===== config.mk =====
export PLATFORM = sky130hd
export DESIGN_NAME = mief_dev_flat
export DESIGN_NICKNAME = d
export VERILOG_FILES = /design/src/rtl/mief_pkg.sv /design/src/rtl/mief_if.sv /design/src/rtl/mief_dev.sv /design/src/flat_wrapper.sv
export SDC_FILE = /design/constraint.sdc
export NUM_CORES = 1
export LEC_CHECK = 0
export BUFFER_PORTS_ARGS = -buffer_cell sky130_fd_sc_hd__buf_2
export CAP_MARGIN = 5
export CORE_UTILIZATION = 62
export CTS_CLUSTER_SIZE = 30
export DETAILED_ROUTE_END_ITERATION = 8
export PLACE_DENSITY_LB_ADDON = 0.1
export SYNTH_ARGS = -nofsm -noshare
export SYNTH_HDL_FRONTEND = slang
export SYNTH_SLANG_ARGS = --single-unit

===== constraint.sdc =====
create_clock -name ref_clk -period 4.5 [get_ports ref_clk]
set_clock_uncertainty 0.2 [all_clocks]
set_input_delay 0.675 -clock ref_clk [delete_from_list [all_inputs] [get_ports ref_clk]]
set_output_delay 0.675 -clock ref_clk [all_outputs]
set_load 0.05 [all_outputs]

===== src/rtl/mief_pkg.sv =====
// Operation
// - Flags set on events regardless of enables
// - Clear flags before enabling a source
// - Global enable bit 7 gates all requests
// - Group enable bit 6 gates peripherals
// - Timer0, pin, change enables at 5,4,3
// - Pin change also needs per-pin enables
// - Timer0 rollover sets bit 2, sticky
// - Software loads Timer0 before clearing flag
// - Selected pin edge sets bit 1, sticky
// - Edge select: one rising, zero falling
// - Any of six pins with its change enable set changing sets bit 0
// - Peripheral enables at bits 6,5,3,1,0
// - Peripherals need the group enable
// - Bits 7,4,2 of peripheral registers read zero
// - Conversion done sets ADC flag bit 6
// - Capture or compare sets bit 5, not PWM
// - Comparator output change sets bit 3
// - Timer2 period match sets bit 1
// - Timer1 overflow sets bit 0
// - Reduced variant drops ADC, capcomp, Timer2 bits
// - Taken interrupt pushes program counter
// - Return pops counter, high latch untouched
package mief_pkg;

    // Interrupt control register fields
    localparam int unsigned GLOBAL_IRQ_ENABLE_BIT = 7;
    localparam int unsigned PERIPH_GROUP_ENABLE_BIT = 6;
    localparam int unsigned TIMER_ZERO_ENABLE_BIT = 5;
    localparam int unsigned EXT_PIN_ENABLE_BIT = 4;
    localparam int unsigned PIN_CHANGE_ENABLE_BIT = 3;
    localparam int unsigned TIMER_ZERO_FLAG_BIT = 2;
    localparam int unsigned EXT_PIN_FLAG_BIT = 1;
    localparam int unsigned PIN_CHANGE_FLAG_BIT = 0;

    // Peripheral enable and flag bits, shared layout
    localparam int unsigned ADC_BIT = 6;
    localparam int unsigned CAPCOMP_BIT = 5;
    localparam int unsigned COMPARATOR_BIT = 3;
    localparam int unsigned TIMER_TWO_BIT = 1;
    localparam int unsigned TIMER_ONE_BIT = 0;

    // Implemented peripheral bits; the rest read as zero
    localparam logic [7:0] PERIPH_MASK_FULL = 8'h6b;
    localparam logic [7:0] PERIPH_MASK_REDUCED = 8'h09;
    localparam logic [7:0] REG_RESET = 8'h00;

    // Register select codes on the link
    localparam logic [1:0] SEL_INTERRUPT_CONTROL = 2'h0;
    localparam logic [1:0] SEL_PERIPH_ENABLE = 2'h1;
    localparam logic [1:0] SEL_PERIPH_FLAGS = 2'h2;

    // Return stack geometry and port pin count
    localparam int unsigned PC_W = 13;
    localparam int unsigned STACK_DEPTH = 8;
    localparam int unsigned SP_W = 3;
    localparam int unsigned GPIO_W = 6;
    localparam logic [PC_W-1:0] PC_RESET = 13'h0000;
    localparam logic [SP_W-1:0] SP_RESET = 3'h0;
    localparam logic [SP_W-1:0] SP_STEP = 3'h1;

    // Capture/compare operating modes
    typedef enum logic [1:0] {
        MIEF_CCP_OFF,
        MIEF_CCP_CAPTURE,
        MIEF_CCP_COMPARE,
        MIEF_CCP_PWM
    } mief_ccp_mode_e;

    // Wishbone map of the controller, byte addresses
    localparam logic [7:0] WB_DATA = 8'h00;
    localparam logic [7:0] WB_CMD = 8'h04;
    localparam logic [7:0] WB_PC = 8'h08;
    localparam logic [7:0] WB_STATUS = 8'h0c;

    // Command word fields
    localparam int unsigned CMD_SEL_LO = 0;
    localparam int unsigned CMD_WRITE_BIT = 4;
    localparam int unsigned CMD_READ_BIT = 5;
    localparam int unsigned CMD_TAKE_BIT = 6;
    localparam int unsigned CMD_RETURN_BIT = 7;

    // Status word fields
    localparam int unsigned ST_IRQ_BIT = 8;
    localparam int unsigned ST_VALID_BIT = 9;
    localparam int unsigned ST_PC_LO = 16;

endpackage


===== src/rtl/mief_if.sv =====
// Link between the interrupt logic and the processor core
interface mief_if (
    input wire logic ref_clk,
    input wire logic sys_rst
);
    logic [1:0] reg_sel; // Register select
    logic reg_wr; // One-cycle write strobe
    logic reg_rd; // One-cycle read strobe
    logic [7:0] reg_wdata; // Write data
    logic [7:0] reg_rdata; // Read data, valid cycle after reg_rd
    logic irq_req; // Interrupt request level
    logic irq_take; // Core branches to the vector
    logic [mief_pkg::PC_W-1:0] irq_pc; // Counter pushed on take
    logic ret_from_irq; // Return instruction executed
    logic [mief_pkg::PC_W-1:0] ret_pc; // Counter popped on return

    // Documented interrupt logic end
    modport dev (
        input ref_clk, sys_rst, reg_sel, reg_wr, reg_rd, reg_wdata,
        input irq_take, irq_pc, ret_from_irq,
        output reg_rdata, irq_req, ret_pc
    );

    // Core end
    modport core (
        input ref_clk, sys_rst, reg_rdata, irq_req, ret_pc,
        output reg_sel, reg_wr, reg_rd, reg_wdata,
        output irq_take, irq_pc, ret_from_irq
    );
endinterface


===== src/rtl/mief_dev.sv =====
// Interrupt enable and flag logic with the hardware return stack
//
// The Wishbone register port and the placing of the registers were chosen for this implementation.
module mief_dev #(
    parameter bit FULL_VARIANT = 1'b1 // Zero drops ADC, capcomp, Timer2
) (
    mief_if.dev link,
    input wire logic ext_pin_in, // External interrupt pin, async
    input wire logic [mief_pkg::GPIO_W-1:0] gpio_pins, // Port pins, async
    input wire logic [mief_pkg::GPIO_W-1:0] per_pin_change_enables,
    input wire logic ext_pin_edge_select, // 1 rising, 0 falling
    input wire logic timer_zero_rollover, // Pulse from Timer0
    input wire logic adc_done, // Conversion complete pulse
    input wire logic capcomp_capture, // Capture pulse
    input wire logic capcomp_compare, // Compare match pulse
    input wire logic [1:0] capcomp_mode, // Capture/compare mode
    input wire logic comparator_out, // Comparator output, async
    input wire logic timer_two_match, // Timer2 period match pulse
    input wire logic timer_one_overflow // Timer1 overflow pulse
);
    // Implemented peripheral bits for this variant
    localparam logic [7:0] PERIPH_MASK = FULL_VARIANT ?
        mief_pkg::PERIPH_MASK_FULL : mief_pkg::PERIPH_MASK_REDUCED;

    logic [7:0] interrupt_control; // Enables and core flags
    logic [7:0] peripheral_interrupt_enable; // Peripheral enables
    logic [7:0] peripheral_interrupt_flags; // Peripheral flags
    logic [7:0] next_interrupt_control;
    logic [7:0] next_peripheral_interrupt_flags;
    logic [7:0] core_events; // Set pulses for core flags
    logic [7:0] periph_events; // Set pulses for peripheral flags

    // Async inputs as one vector: {comparator, pin, port}
    localparam int unsigned EXT_IDX = mief_pkg::GPIO_W;
    localparam int unsigned CMP_IDX = mief_pkg::GPIO_W + 1;
    logic [CMP_IDX:0] pin_meta, pin_sync, pin_prev;
    logic [1:0] prime_shift; // Edges seen since reset
    logic sync_primed; // Previous samples hold real data

    logic ext_edge; // Selected edge seen on the pin
    logic pin_change; // Enabled pin changed state
    logic cmp_change; // Comparator output toggled
    logic capcomp_event; // Capture or compare per mode

    // Return stack storage
    logic [mief_pkg::PC_W-1:0] stack_mem [mief_pkg::STACK_DEPTH];
    logic [mief_pkg::SP_W-1:0] stack_ptr; // Next slot to push
    logic [mief_pkg::PC_W-1:0] ret_pc_q; // Popped counter

    // Register strobes decoded from the link
    logic wr_control, wr_enable, wr_flags;
    assign wr_control = link.reg_wr &&
        link.reg_sel == mief_pkg::SEL_INTERRUPT_CONTROL;
    assign wr_enable = link.reg_wr &&
        link.reg_sel == mief_pkg::SEL_PERIPH_ENABLE;
    assign wr_flags = link.reg_wr &&
        link.reg_sel == mief_pkg::SEL_PERIPH_FLAGS;

    // Two-flop synchronisers; logic reads the second stage only
    always_ff @(posedge link.ref_clk) begin
        if (link.sys_rst) begin
            pin_meta <= '0;
            pin_sync <= '0;
        end else begin
            pin_meta <= {comparator_out, ext_pin_in, gpio_pins};
            pin_sync <= pin_meta;
        end
    end

    // Previous samples; compares wait three edges, so an idle-high
    // pin is not taken for an edge while the chain fills after reset
    always_ff @(posedge link.ref_clk) begin
        if (link.sys_rst) begin
            pin_prev <= '0;
            prime_shift <= '0;
            sync_primed <= 1'b0;
        end else begin
            pin_prev <= pin_sync;
            prime_shift <= {prime_shift[0], 1'b1};
            sync_primed <= prime_shift[1];
        end
    end

    // Edge and change detection
    always_comb begin
        // Edge: pin changed and now stands at the selected level
        ext_edge = sync_primed && pin_sync[EXT_IDX] != pin_prev[EXT_IDX] &&
            pin_sync[EXT_IDX] == ext_pin_edge_select;
        // Only port pins with their own change enable count
        pin_change = sync_primed && |((pin_sync[EXT_IDX-1:0] ^
            pin_prev[EXT_IDX-1:0]) & per_pin_change_enables);
        cmp_change = sync_primed &&
            pin_sync[CMP_IDX] != pin_prev[CMP_IDX];
        // PWM and off modes never raise the capcomp flag
        case (mief_pkg::mief_ccp_mode_e'(capcomp_mode))
            mief_pkg::MIEF_CCP_CAPTURE: capcomp_event = capcomp_capture;
            mief_pkg::MIEF_CCP_COMPARE: capcomp_event = capcomp_compare;
            default: capcomp_event = 1'b0;
        endcase
    end

    // Event vectors; enables play no part here
    always_comb begin
        core_events = 8'h00;
        core_events[mief_pkg::TIMER_ZERO_FLAG_BIT] = timer_zero_rollover;
        core_events[mief_pkg::EXT_PIN_FLAG_BIT] = ext_edge;
        core_events[mief_pkg::PIN_CHANGE_FLAG_BIT] = pin_change;
        periph_events = 8'h00;
        periph_events[mief_pkg::ADC_BIT] = adc_done;
        periph_events[mief_pkg::CAPCOMP_BIT] = capcomp_event;
        periph_events[mief_pkg::COMPARATOR_BIT] = cmp_change;
        periph_events[mief_pkg::TIMER_TWO_BIT] = timer_two_match;
        periph_events[mief_pkg::TIMER_ONE_BIT] = timer_one_overflow;
    end

    // Control next value; hardware set beats software clear
    always_comb begin
        next_interrupt_control = interrupt_control;
        if (wr_control) begin
            next_interrupt_control = link.reg_wdata;
        end
        // Vectoring masks further requests until the return
        if (link.irq_take) begin
            next_interrupt_control[mief_pkg::GLOBAL_IRQ_ENABLE_BIT] = 1'b0;
        end else if (link.ret_from_irq) begin
            next_interrupt_control[mief_pkg::GLOBAL_IRQ_ENABLE_BIT] = 1'b1;
        end
        next_interrupt_control = next_interrupt_control | core_events;
    end

    // Interrupt control register
    always_ff @(posedge link.ref_clk) begin
        if (link.sys_rst) begin
            interrupt_control <= mief_pkg::REG_RESET;
        end else begin
            interrupt_control <= next_interrupt_control;
        end
    end

    // Peripheral enables; unimplemented bits never store
    always_ff @(posedge link.ref_clk) begin
        if (link.sys_rst) begin
            peripheral_interrupt_enable <= mief_pkg::REG_RESET;
        end else if (wr_enable) begin
            peripheral_interrupt_enable <= link.reg_wdata & PERIPH_MASK;
        end
    end

    // Flag next value: set beats clear, masked to variant
    always_comb begin
        next_peripheral_interrupt_flags = peripheral_interrupt_flags;
        if (wr_flags) begin
            next_peripheral_interrupt_flags = link.reg_wdata;
        end
        next_peripheral_interrupt_flags =
            (next_peripheral_interrupt_flags | periph_events) & PERIPH_MASK;
    end

    // Peripheral flag register
    always_ff @(posedge link.ref_clk) begin
        if (link.sys_rst) begin
            peripheral_interrupt_flags <= mief_pkg::REG_RESET;
        end else begin
            peripheral_interrupt_flags <= next_peripheral_interrupt_flags;
        end
    end

    // Request: global gate over core pairs and gated peripheral pairs
    always_comb begin
        link.irq_req = interrupt_control[mief_pkg::GLOBAL_IRQ_ENABLE_BIT] && (
            (interrupt_control[mief_pkg::TIMER_ZERO_ENABLE_BIT] &&
             interrupt_control[mief_pkg::TIMER_ZERO_FLAG_BIT]) ||
            (interrupt_control[mief_pkg::EXT_PIN_ENABLE_BIT] &&
             interrupt_control[mief_pkg::EXT_PIN_FLAG_BIT]) ||
            (interrupt_control[mief_pkg::PIN_CHANGE_ENABLE_BIT] &&
             interrupt_control[mief_pkg::PIN_CHANGE_FLAG_BIT]) ||
            (interrupt_control[mief_pkg::PERIPH_GROUP_ENABLE_BIT] &&
             |(peripheral_interrupt_enable & peripheral_interrupt_flags))
        );
    end

    // Read answer, one cycle after the strobe
    always_ff @(posedge link.ref_clk) begin
        if (link.sys_rst) begin
            link.reg_rdata <= mief_pkg::REG_RESET;
        end else if (link.reg_rd) begin
            case (link.reg_sel)
                mief_pkg::SEL_INTERRUPT_CONTROL:
                    link.reg_rdata <= interrupt_control;
                mief_pkg::SEL_PERIPH_ENABLE:
                    link.reg_rdata <= peripheral_interrupt_enable;
                mief_pkg::SEL_PERIPH_FLAGS:
                    link.reg_rdata <= peripheral_interrupt_flags;
                default: link.reg_rdata <= mief_pkg::REG_RESET;
            endcase
        end
    end

    // Circular return stack; no overflow indication, wrap overwrites.
    // Push wins if take and return arrive together.
    always_ff @(posedge link.ref_clk) begin
        if (link.sys_rst) begin
            stack_ptr <= mief_pkg::SP_RESET;
            ret_pc_q <= mief_pkg::PC_RESET;
        end else if (link.irq_take) begin
            stack_ptr <= stack_ptr + mief_pkg::SP_STEP;
        end else if (link.ret_from_irq) begin
            stack_ptr <= stack_ptr - mief_pkg::SP_STEP;
            ret_pc_q <= stack_mem[stack_ptr - mief_pkg::SP_STEP];
        end
    end

    // Stack storage is data only and needs no reset
    always_ff @(posedge link.ref_clk) begin
        if (link.irq_take) begin
            stack_mem[stack_ptr] <= link.irq_pc;
        end
    end

    // High latch lives elsewhere; a pop never touches it
    assign link.ret_pc = ret_pc_q;
endmodule // mief_dev


===== src/flat_wrapper.sv =====
// flat-port wrapper written by rule: the top's interface ports become plain ports
module mief_dev_flat 
#(
    parameter bit FULL_VARIANT = 1'b1                                   
)
  (ext_pin_in, gpio_pins, per_pin_change_enables, ext_pin_edge_select, timer_zero_rollover, adc_done, capcomp_capture, capcomp_compare, capcomp_mode, comparator_out, timer_two_match, timer_one_overflow, ref_clk, sys_rst, link_reg_sel, link_reg_wr, link_reg_rd, link_reg_wdata, link_irq_take, link_irq_pc, link_ret_from_irq, link_reg_rdata, link_irq_req, link_ret_pc);
  mief_if link_i (.ref_clk(ref_clk), .sys_rst(sys_rst));
  input wire logic ext_pin_in;
  input wire logic [mief_pkg::GPIO_W-1:0] gpio_pins;
  input wire logic [mief_pkg::GPIO_W-1:0] per_pin_change_enables;
  input wire logic ext_pin_edge_select;
  input wire logic timer_zero_rollover;
  input wire logic adc_done;
  input wire logic capcomp_capture;
  input wire logic capcomp_compare;
  input wire logic [1:0] capcomp_mode;
  input wire logic comparator_out;
  input wire logic timer_two_match;
  input wire logic timer_one_overflow;
  input wire logic ref_clk;
  input wire logic sys_rst;
  input wire logic [$bits(link_i.reg_sel)-1:0] link_reg_sel;
  input wire logic [$bits(link_i.reg_wr)-1:0] link_reg_wr;
  input wire logic [$bits(link_i.reg_rd)-1:0] link_reg_rd;
  input wire logic [$bits(link_i.reg_wdata)-1:0] link_reg_wdata;
  input wire logic [$bits(link_i.irq_take)-1:0] link_irq_take;
  input wire logic [$bits(link_i.irq_pc)-1:0] link_irq_pc;
  input wire logic [$bits(link_i.ret_from_irq)-1:0] link_ret_from_irq;
  output wire logic [$bits(link_i.reg_rdata)-1:0] link_reg_rdata;
  output wire logic [$bits(link_i.irq_req)-1:0] link_irq_req;
  output wire logic [$bits(link_i.ret_pc)-1:0] link_ret_pc;
  assign link_i.reg_sel = link_reg_sel;
  assign link_i.reg_wr = link_reg_wr;
  assign link_i.reg_rd = link_reg_rd;
  assign link_i.reg_wdata = link_reg_wdata;
  assign link_i.irq_take = link_irq_take;
  assign link_i.irq_pc = link_irq_pc;
  assign link_i.ret_from_irq = link_ret_from_irq;
  assign link_reg_rdata = link_i.reg_rdata;
  assign link_irq_req = link_i.irq_req;
  assign link_ret_pc = link_i.ret_pc;
  mief_dev #(.FULL_VARIANT(FULL_VARIANT)) u_core (.link(link_i), .ext_pin_in(ext_pin_in), .gpio_pins(gpio_pins), .per_pin_change_enables(per_pin_change_enables), .ext_pin_edge_select(ext_pin_edge_select), .timer_zero_rollover(timer_zero_rollover), .adc_done(adc_done), .capcomp_capture(capcomp_capture), .capcomp_compare(capcomp_compare), .capcomp_mode(capcomp_mode), .comparator_out(comparator_out), .timer_two_match(timer_two_match), .timer_one_overflow(timer_one_overflow));
endmodule

Yosys cells after proc, flatten, opt, wreduce, memory -nomap -nowiden
Memories as Yosys holds them, arrays and structs flattened. A register that Yosys moved wholly into a read port is not among the register bits.
Cells that the tools add are included.
Word-level totals
  flip-flop bits (word level): 56
  bits of input ports: 52
  latch bits: 0
  memories kept: 1
  bits in read-only memories: 0
  bits in writable memories: 104
  output and inout port bits: 22
Memories
  u_core.stack_mem: words 8, bits a word 13, read ports 1, clocked after memory_dff 1, write ports 1, line mief_dev.sv:46  | logic [mief_pkg::PC_W-1:0] stack_mem [mief_pkg::STACK_DEPTH];
Cells by class
  shift operators: 0
  reductions and logical operators: 20
  multipliers: 0
  muxes and demuxes: 11
  $lt $le $gt $ge: 0
  bitwise gates (word level): 6
  add/subtract/negate cells: 2
  eq/ne operators: 7
  divide/modulo/power cells: 0
Operator list (number)
  one-hot mux 8 bit (3 select lines): 1
  logical AND 1 bit: 12
  2-to-1 mux 8 bit: 1
  bitwise OR 8 x 3 -> 8 bit: 1
  OR reduction 8 bit: 1
  bitwise AND 7 bit: 1
  2-to-1 mux 7 bit: 1
  bitwise OR 7 bit: 1
  bitwise AND 6 bit: 1
  2-to-1 mux 3 bit: 2
  OR reduction 6 bit: 1
  XOR 6 bit: 1
  2-to-1 mux 1 bit: 5
  == test 2 x 1 -> 1 bit (second input constant): 2
  == test 2 bit (second input constant): 2
  adder 3 x 1 -> 3 bit (second input constant): 1
  logical OR 1 bit: 3
  subtractor 3 x 1 -> 3 bit (second input constant): 1
  zero test 2 bit: 1
  inequality test 1 bit: 2
  one-hot mux 1 bit (2 select lines): 1
  AND reduction 2 bit: 1
  nonzero test 2 bit: 1
  == test 1 bit: 1
  inverter 1 bit: 1

Logic depth before layout (Yosys ltp)
  word-level depth: 6
  mapped depth: 8

Worst setup path before layout
No wires, ideal clock.
  kind: reg2out
  start point: register u_core.peripheral_interrupt_flags[6]
  end point: output port link_irq_req
  cell stages (with the launch flop): 5
  slack: 1987 ps
  data required time: 3625 ps
  arrival: 1638 ps
  path through: dfxtp_1 > a222oi_1 > nand2_1 > nand2_1 > a21boi_0
On the way
  word-level cells in the longest chain between the ends: 5
RTL lines
  start: declaration: line mief_dev.sv:27  | logic [7:0] peripheral_interrupt_flags;
  start signal: assignment: line mief_dev.sv:162  | peripheral_interrupt_flags <= mief_pkg::REG_RESET;
  start signal: assignment: line mief_dev.sv:164  | peripheral_interrupt_flags <= next_peripheral_interrupt_flags;
  bitwise AND 7 bit: line mief_dev.sv:178  | |(peripheral_interrupt_enable & peripheral_interrupt_flags))
  OR reduction 8 bit: line mief_dev.sv:178
  logical AND 1 bit: line mief_dev.sv:177  | (interrupt_control[mief_pkg::PERIPH_GROUP_ENABLE_BIT] &&
  logical OR 1 bit: line mief_dev.sv:176  | interrupt_control[mief_pkg::PIN_CHANGE_FLAG_BIT]) ||
  logical AND 1 bit: line mief_dev.sv:170  | link.irq_req = interrupt_control[mief_pkg::GLOBAL_IRQ_ENABLE_BIT] && (
  end: declaration: line flat_wrapper.sv:30  | output wire logic [$bits(link_i.irq_req)-1:0] link_irq_req;
No other way between the ends.

Worst setup path in the final report
Same ends and word-level chain as after synthesis.

==> run_results.csv <==
group,metric,value,unit
setup_path,crit_top_cell,"nand2_1",
final_layout,nets,573,
clock_network,cts_tree,"built",
sta,rsz0062_at_grt,"false",
drt,via_per_inst,5.735,
setup_path,end_kind,"output port",
yosys,netlist_instances,436,
power,ir_drop,0.3962,mV
drt,drt_iter0_drc,218,
clock_network,cts_made_buffers,17,
setup_path,critPathLaunchType,"flip-flop",
setup_path,critPathKind,"flip-flop to output port",
die,die_y,104.1,µm
drt,avgRoutedWirePerCell,18.52,µm
die,rows,36,
yosys,async_flop_share,0,
yosys,syn_avg_cell_area,14.81,µm²
final_layout,layout-drive-gt1-share,0.2717,
final_layout,finalNonFillerCells,663,
clock_network,clkSinkCount,173,
yosys,synth-seq-area-share,0.6974,
yosys,synth_edf_count,104,
worst_hold_path,hold_class,"input port to flip-flop",
place,globalplace.congestion,0.8025,
yosys,yosys_register_bits,173,
global_route,grtUsageTotal,0.2444,
setup_path,arrival,1720,ps
yosys,ys_types,37,
yosys,netlist_area,6459,µm²
sta,tightestPinTransition,948.0,ps
global_route,gr-total-overflow,0,
outcome,outcome,"completed",
sta,fin_tns_setup,0,ps
yosys,yosysMostFrequentCell,"edfxtp_1",
clock_network,cts_resized,0,
die,die_w,104.1,µm
final_layout,syn_to_final_growth,16.60,%
yosys,yosysWarnings,0,
clock_network,clock_latency,510,ps
setup_path,critPathMaxStageDelay,370,ps
global_route,grt_pass1_wl,19490,µm
sta,finalCriticalPeriod,2599,ps
yosys,ys.flop_type,"edfxtp_1",
place,hpwl,7509,µm
power,leakagePower,2.844,nW
yosys,yosys-top-cells-count,"edfxtp_1 (104), dfxtp_1 (69), nor2_1 (34), nor2b_1 (29), mux4_2 (26)",
yosys,synth_top_area_share,0.4835,
global_route,grt_max_degree,57,
power,powerDensity,468.1,nW/µm²
power,power,3.525,mW
die,core-area,9955,µm²
yosys,synth_top_cells_by_area,"edfxtp_1 (48%), dfxtp_1 (21%), mux4_2 (9.1%), nor2b_1 (2.8%), nor2_1 (2.0%)",
flow_run,cap_violations,0,
drt,routed_wl,12280,µm
sta,period_share,0.5776,
drt,drc,0,
place,numPlacedInstances,631,
drt,first_pass_iters,6,
clock_network,clkSlewWorstSetupHoldPaths,60,ps
drt,num_vias,3802,
sta,slew_viol_final,0,
final_layout,antenna_cells,0,
die,num_io_pins,74,
setup_path,path_cells,"a222oi_1, nand2_1, nand2_1, a21boi_0, buf_2",
clock_network,cts_setup_buffers,0,
clock_network,clock-root-buffer,"clkbuf_8",
clock_network,clk_path_buf_depth,2,
sta,setup_viol,0,
yosys,syn_nets,492,
global_route,grt_antenna_before_repair,0,
place,io_buffers,73,
clock_network,hold_buffers,0,
sta,slew_headroom,0.3680,
clock_network,cts.htree.levels,4,
sta,max_freq,0.3847,GHz
setup_path,required,3620,ps
sta,finalHoldViolCount,0,
setup_path,slowest_stage,"a222oi_1",
global_route,grt_pass1_vias,3829,
drt,ant_nets,0,
die,start_util,0.6488,
die,dieArea,10830,µm²
setup_path,critPathMaxFanout,3,
yosys,synth_area_leader_cell,"edfxtp_1",
registers in the layout, indices dropped and copies added, names as in the netlist:
name,count
u_core.stack_ptr,3
u_core.interrupt_control,8
u_core.peripheral_interrupt_enable,5
u_core.sync_primed,1
u_core.peripheral_interrupt_flags,5
u_core.prime_shift,2
u_core.link.ret_pc,13
u_core.link.reg_rdata,8
u_core.pin_sync,8
u_core.pin_meta,8
u_core.pin_prev,8
u_core.stack_mem,104
layout by cell type (no fill, tap or decap), drive strengths merged, types with 2 or more instances in the layout:
| master | instances |
|---|---|
| nand2 | 21 |
| nor3 | 3 |
| nand3 | 12 |
| a22o | 3 |
| xnor2 | 2 |
| buf | 85 |
| a211oi | 7 |
| a22oi | 2 |
| nand2b | 4 |
| ha | 4 |
| o22ai | 13 |
| o21ai | 15 |
| bufinv | 2 |
| inv | 13 |
| nor2 | 35 |
| nor2b | 29 |
| dfxtp | 69 |
| mux4 | 26 |
| clkinv | 4 |
| mux2i | 12 |
| xor2 | 8 |
| and3 | 2 |
| edfxtp | 104 |
| a222oi | 2 |
| clkbuf | 20 |
| a21oi | 24 |
power by group:
group / switching (mW) / total [mW] / internal (mW)
sequential: 0.0315 / 1.78 / 1.75
clock: 0.582 / 1.38 / 0.795
combinational: 0.219 / 0.366 / 0.147
total: 0.833 / 3.53 / 2.69
metal layers:
layer | wire (µm) | vias up | part of all wire | GRT usage
met5 | 0 | - | 0 | 0
met4 | 242 | 0 | 0.020 | 0.1173
met3 | 649 | 20 | 0.053 | 0.06015
met2 | 6415 | 141 | 0.52 | 0.4138
met1 | 4969 | 1853 | 0.40 | 0.2949
li1 | - | 1788 | - | -
kinds of logic (layout without fill, tap and decap cells):
kind of cell             count (synthesis)  count (layout)  share of synthesized area
flip-flops                             173             173                     0.6974
adder cells (fa/ha/maj)                  4               4                   0.007749
AND/OR/NAND/NOR                        111             111                    0.08485
XOR/XNOR                                10              10                    0.01356
multiplexers                            38              38                     0.1093
buffers and inverters                   31             125                    0.02305
AO/OA/AOI/OAI                           69              69                    0.06412
final timing paths:
kind,from,end,slack (ps),depth (start not counted)
worst max-delay path,u_core.peripheral_interrupt_flags[6],link_irq_req,1900,5
worst min-delay path,gpio_pins[4],u_core.pin_meta[4],170,2
worst max register to register,u_core.stack_ptr[1],u_core.link.ret_pc[1],2180,6
worst min register to register,u_core.pin_meta[2],u_core.pin_sync[2],230,1
through the flow:
stage / util / cell area (µm²) / hold slack [ps] / setup WS [ps]
floorplan: - / 6459 / 213.8 / 1987
global placement: 0.7005 / 6973 / 216.5 / 2118
detailed placement: 0.7005 / 6973 / 222.8 / 1984
CTS: 0.7565 / 7531 / 141.1 / 1898
global route: 0.7565 / 7531 / 149.0 / 1744
finish: 0.7565 / 7531 / 173.3 / 1901
layout make-up:
class | count | area [µm²]
clock buffers | 20 | 425.4
clock inverters | 12 | 132.6
fillers | 621 | 2424
inverters | 8 | 30.03
multi-input cells | 232 | 1815
flip-flops and latches | 173 | 4506
well taps | 133 | 166.4
repair buffers | 85 | 455.4
critical path, delay by kind of cell, from the launching register on:
kind	cells	cell delay [ps]
compound gates	2	480
buf+inv	1	240
flops	1	340
simple gates	2	150
Power figures use the tool's default switching activity.
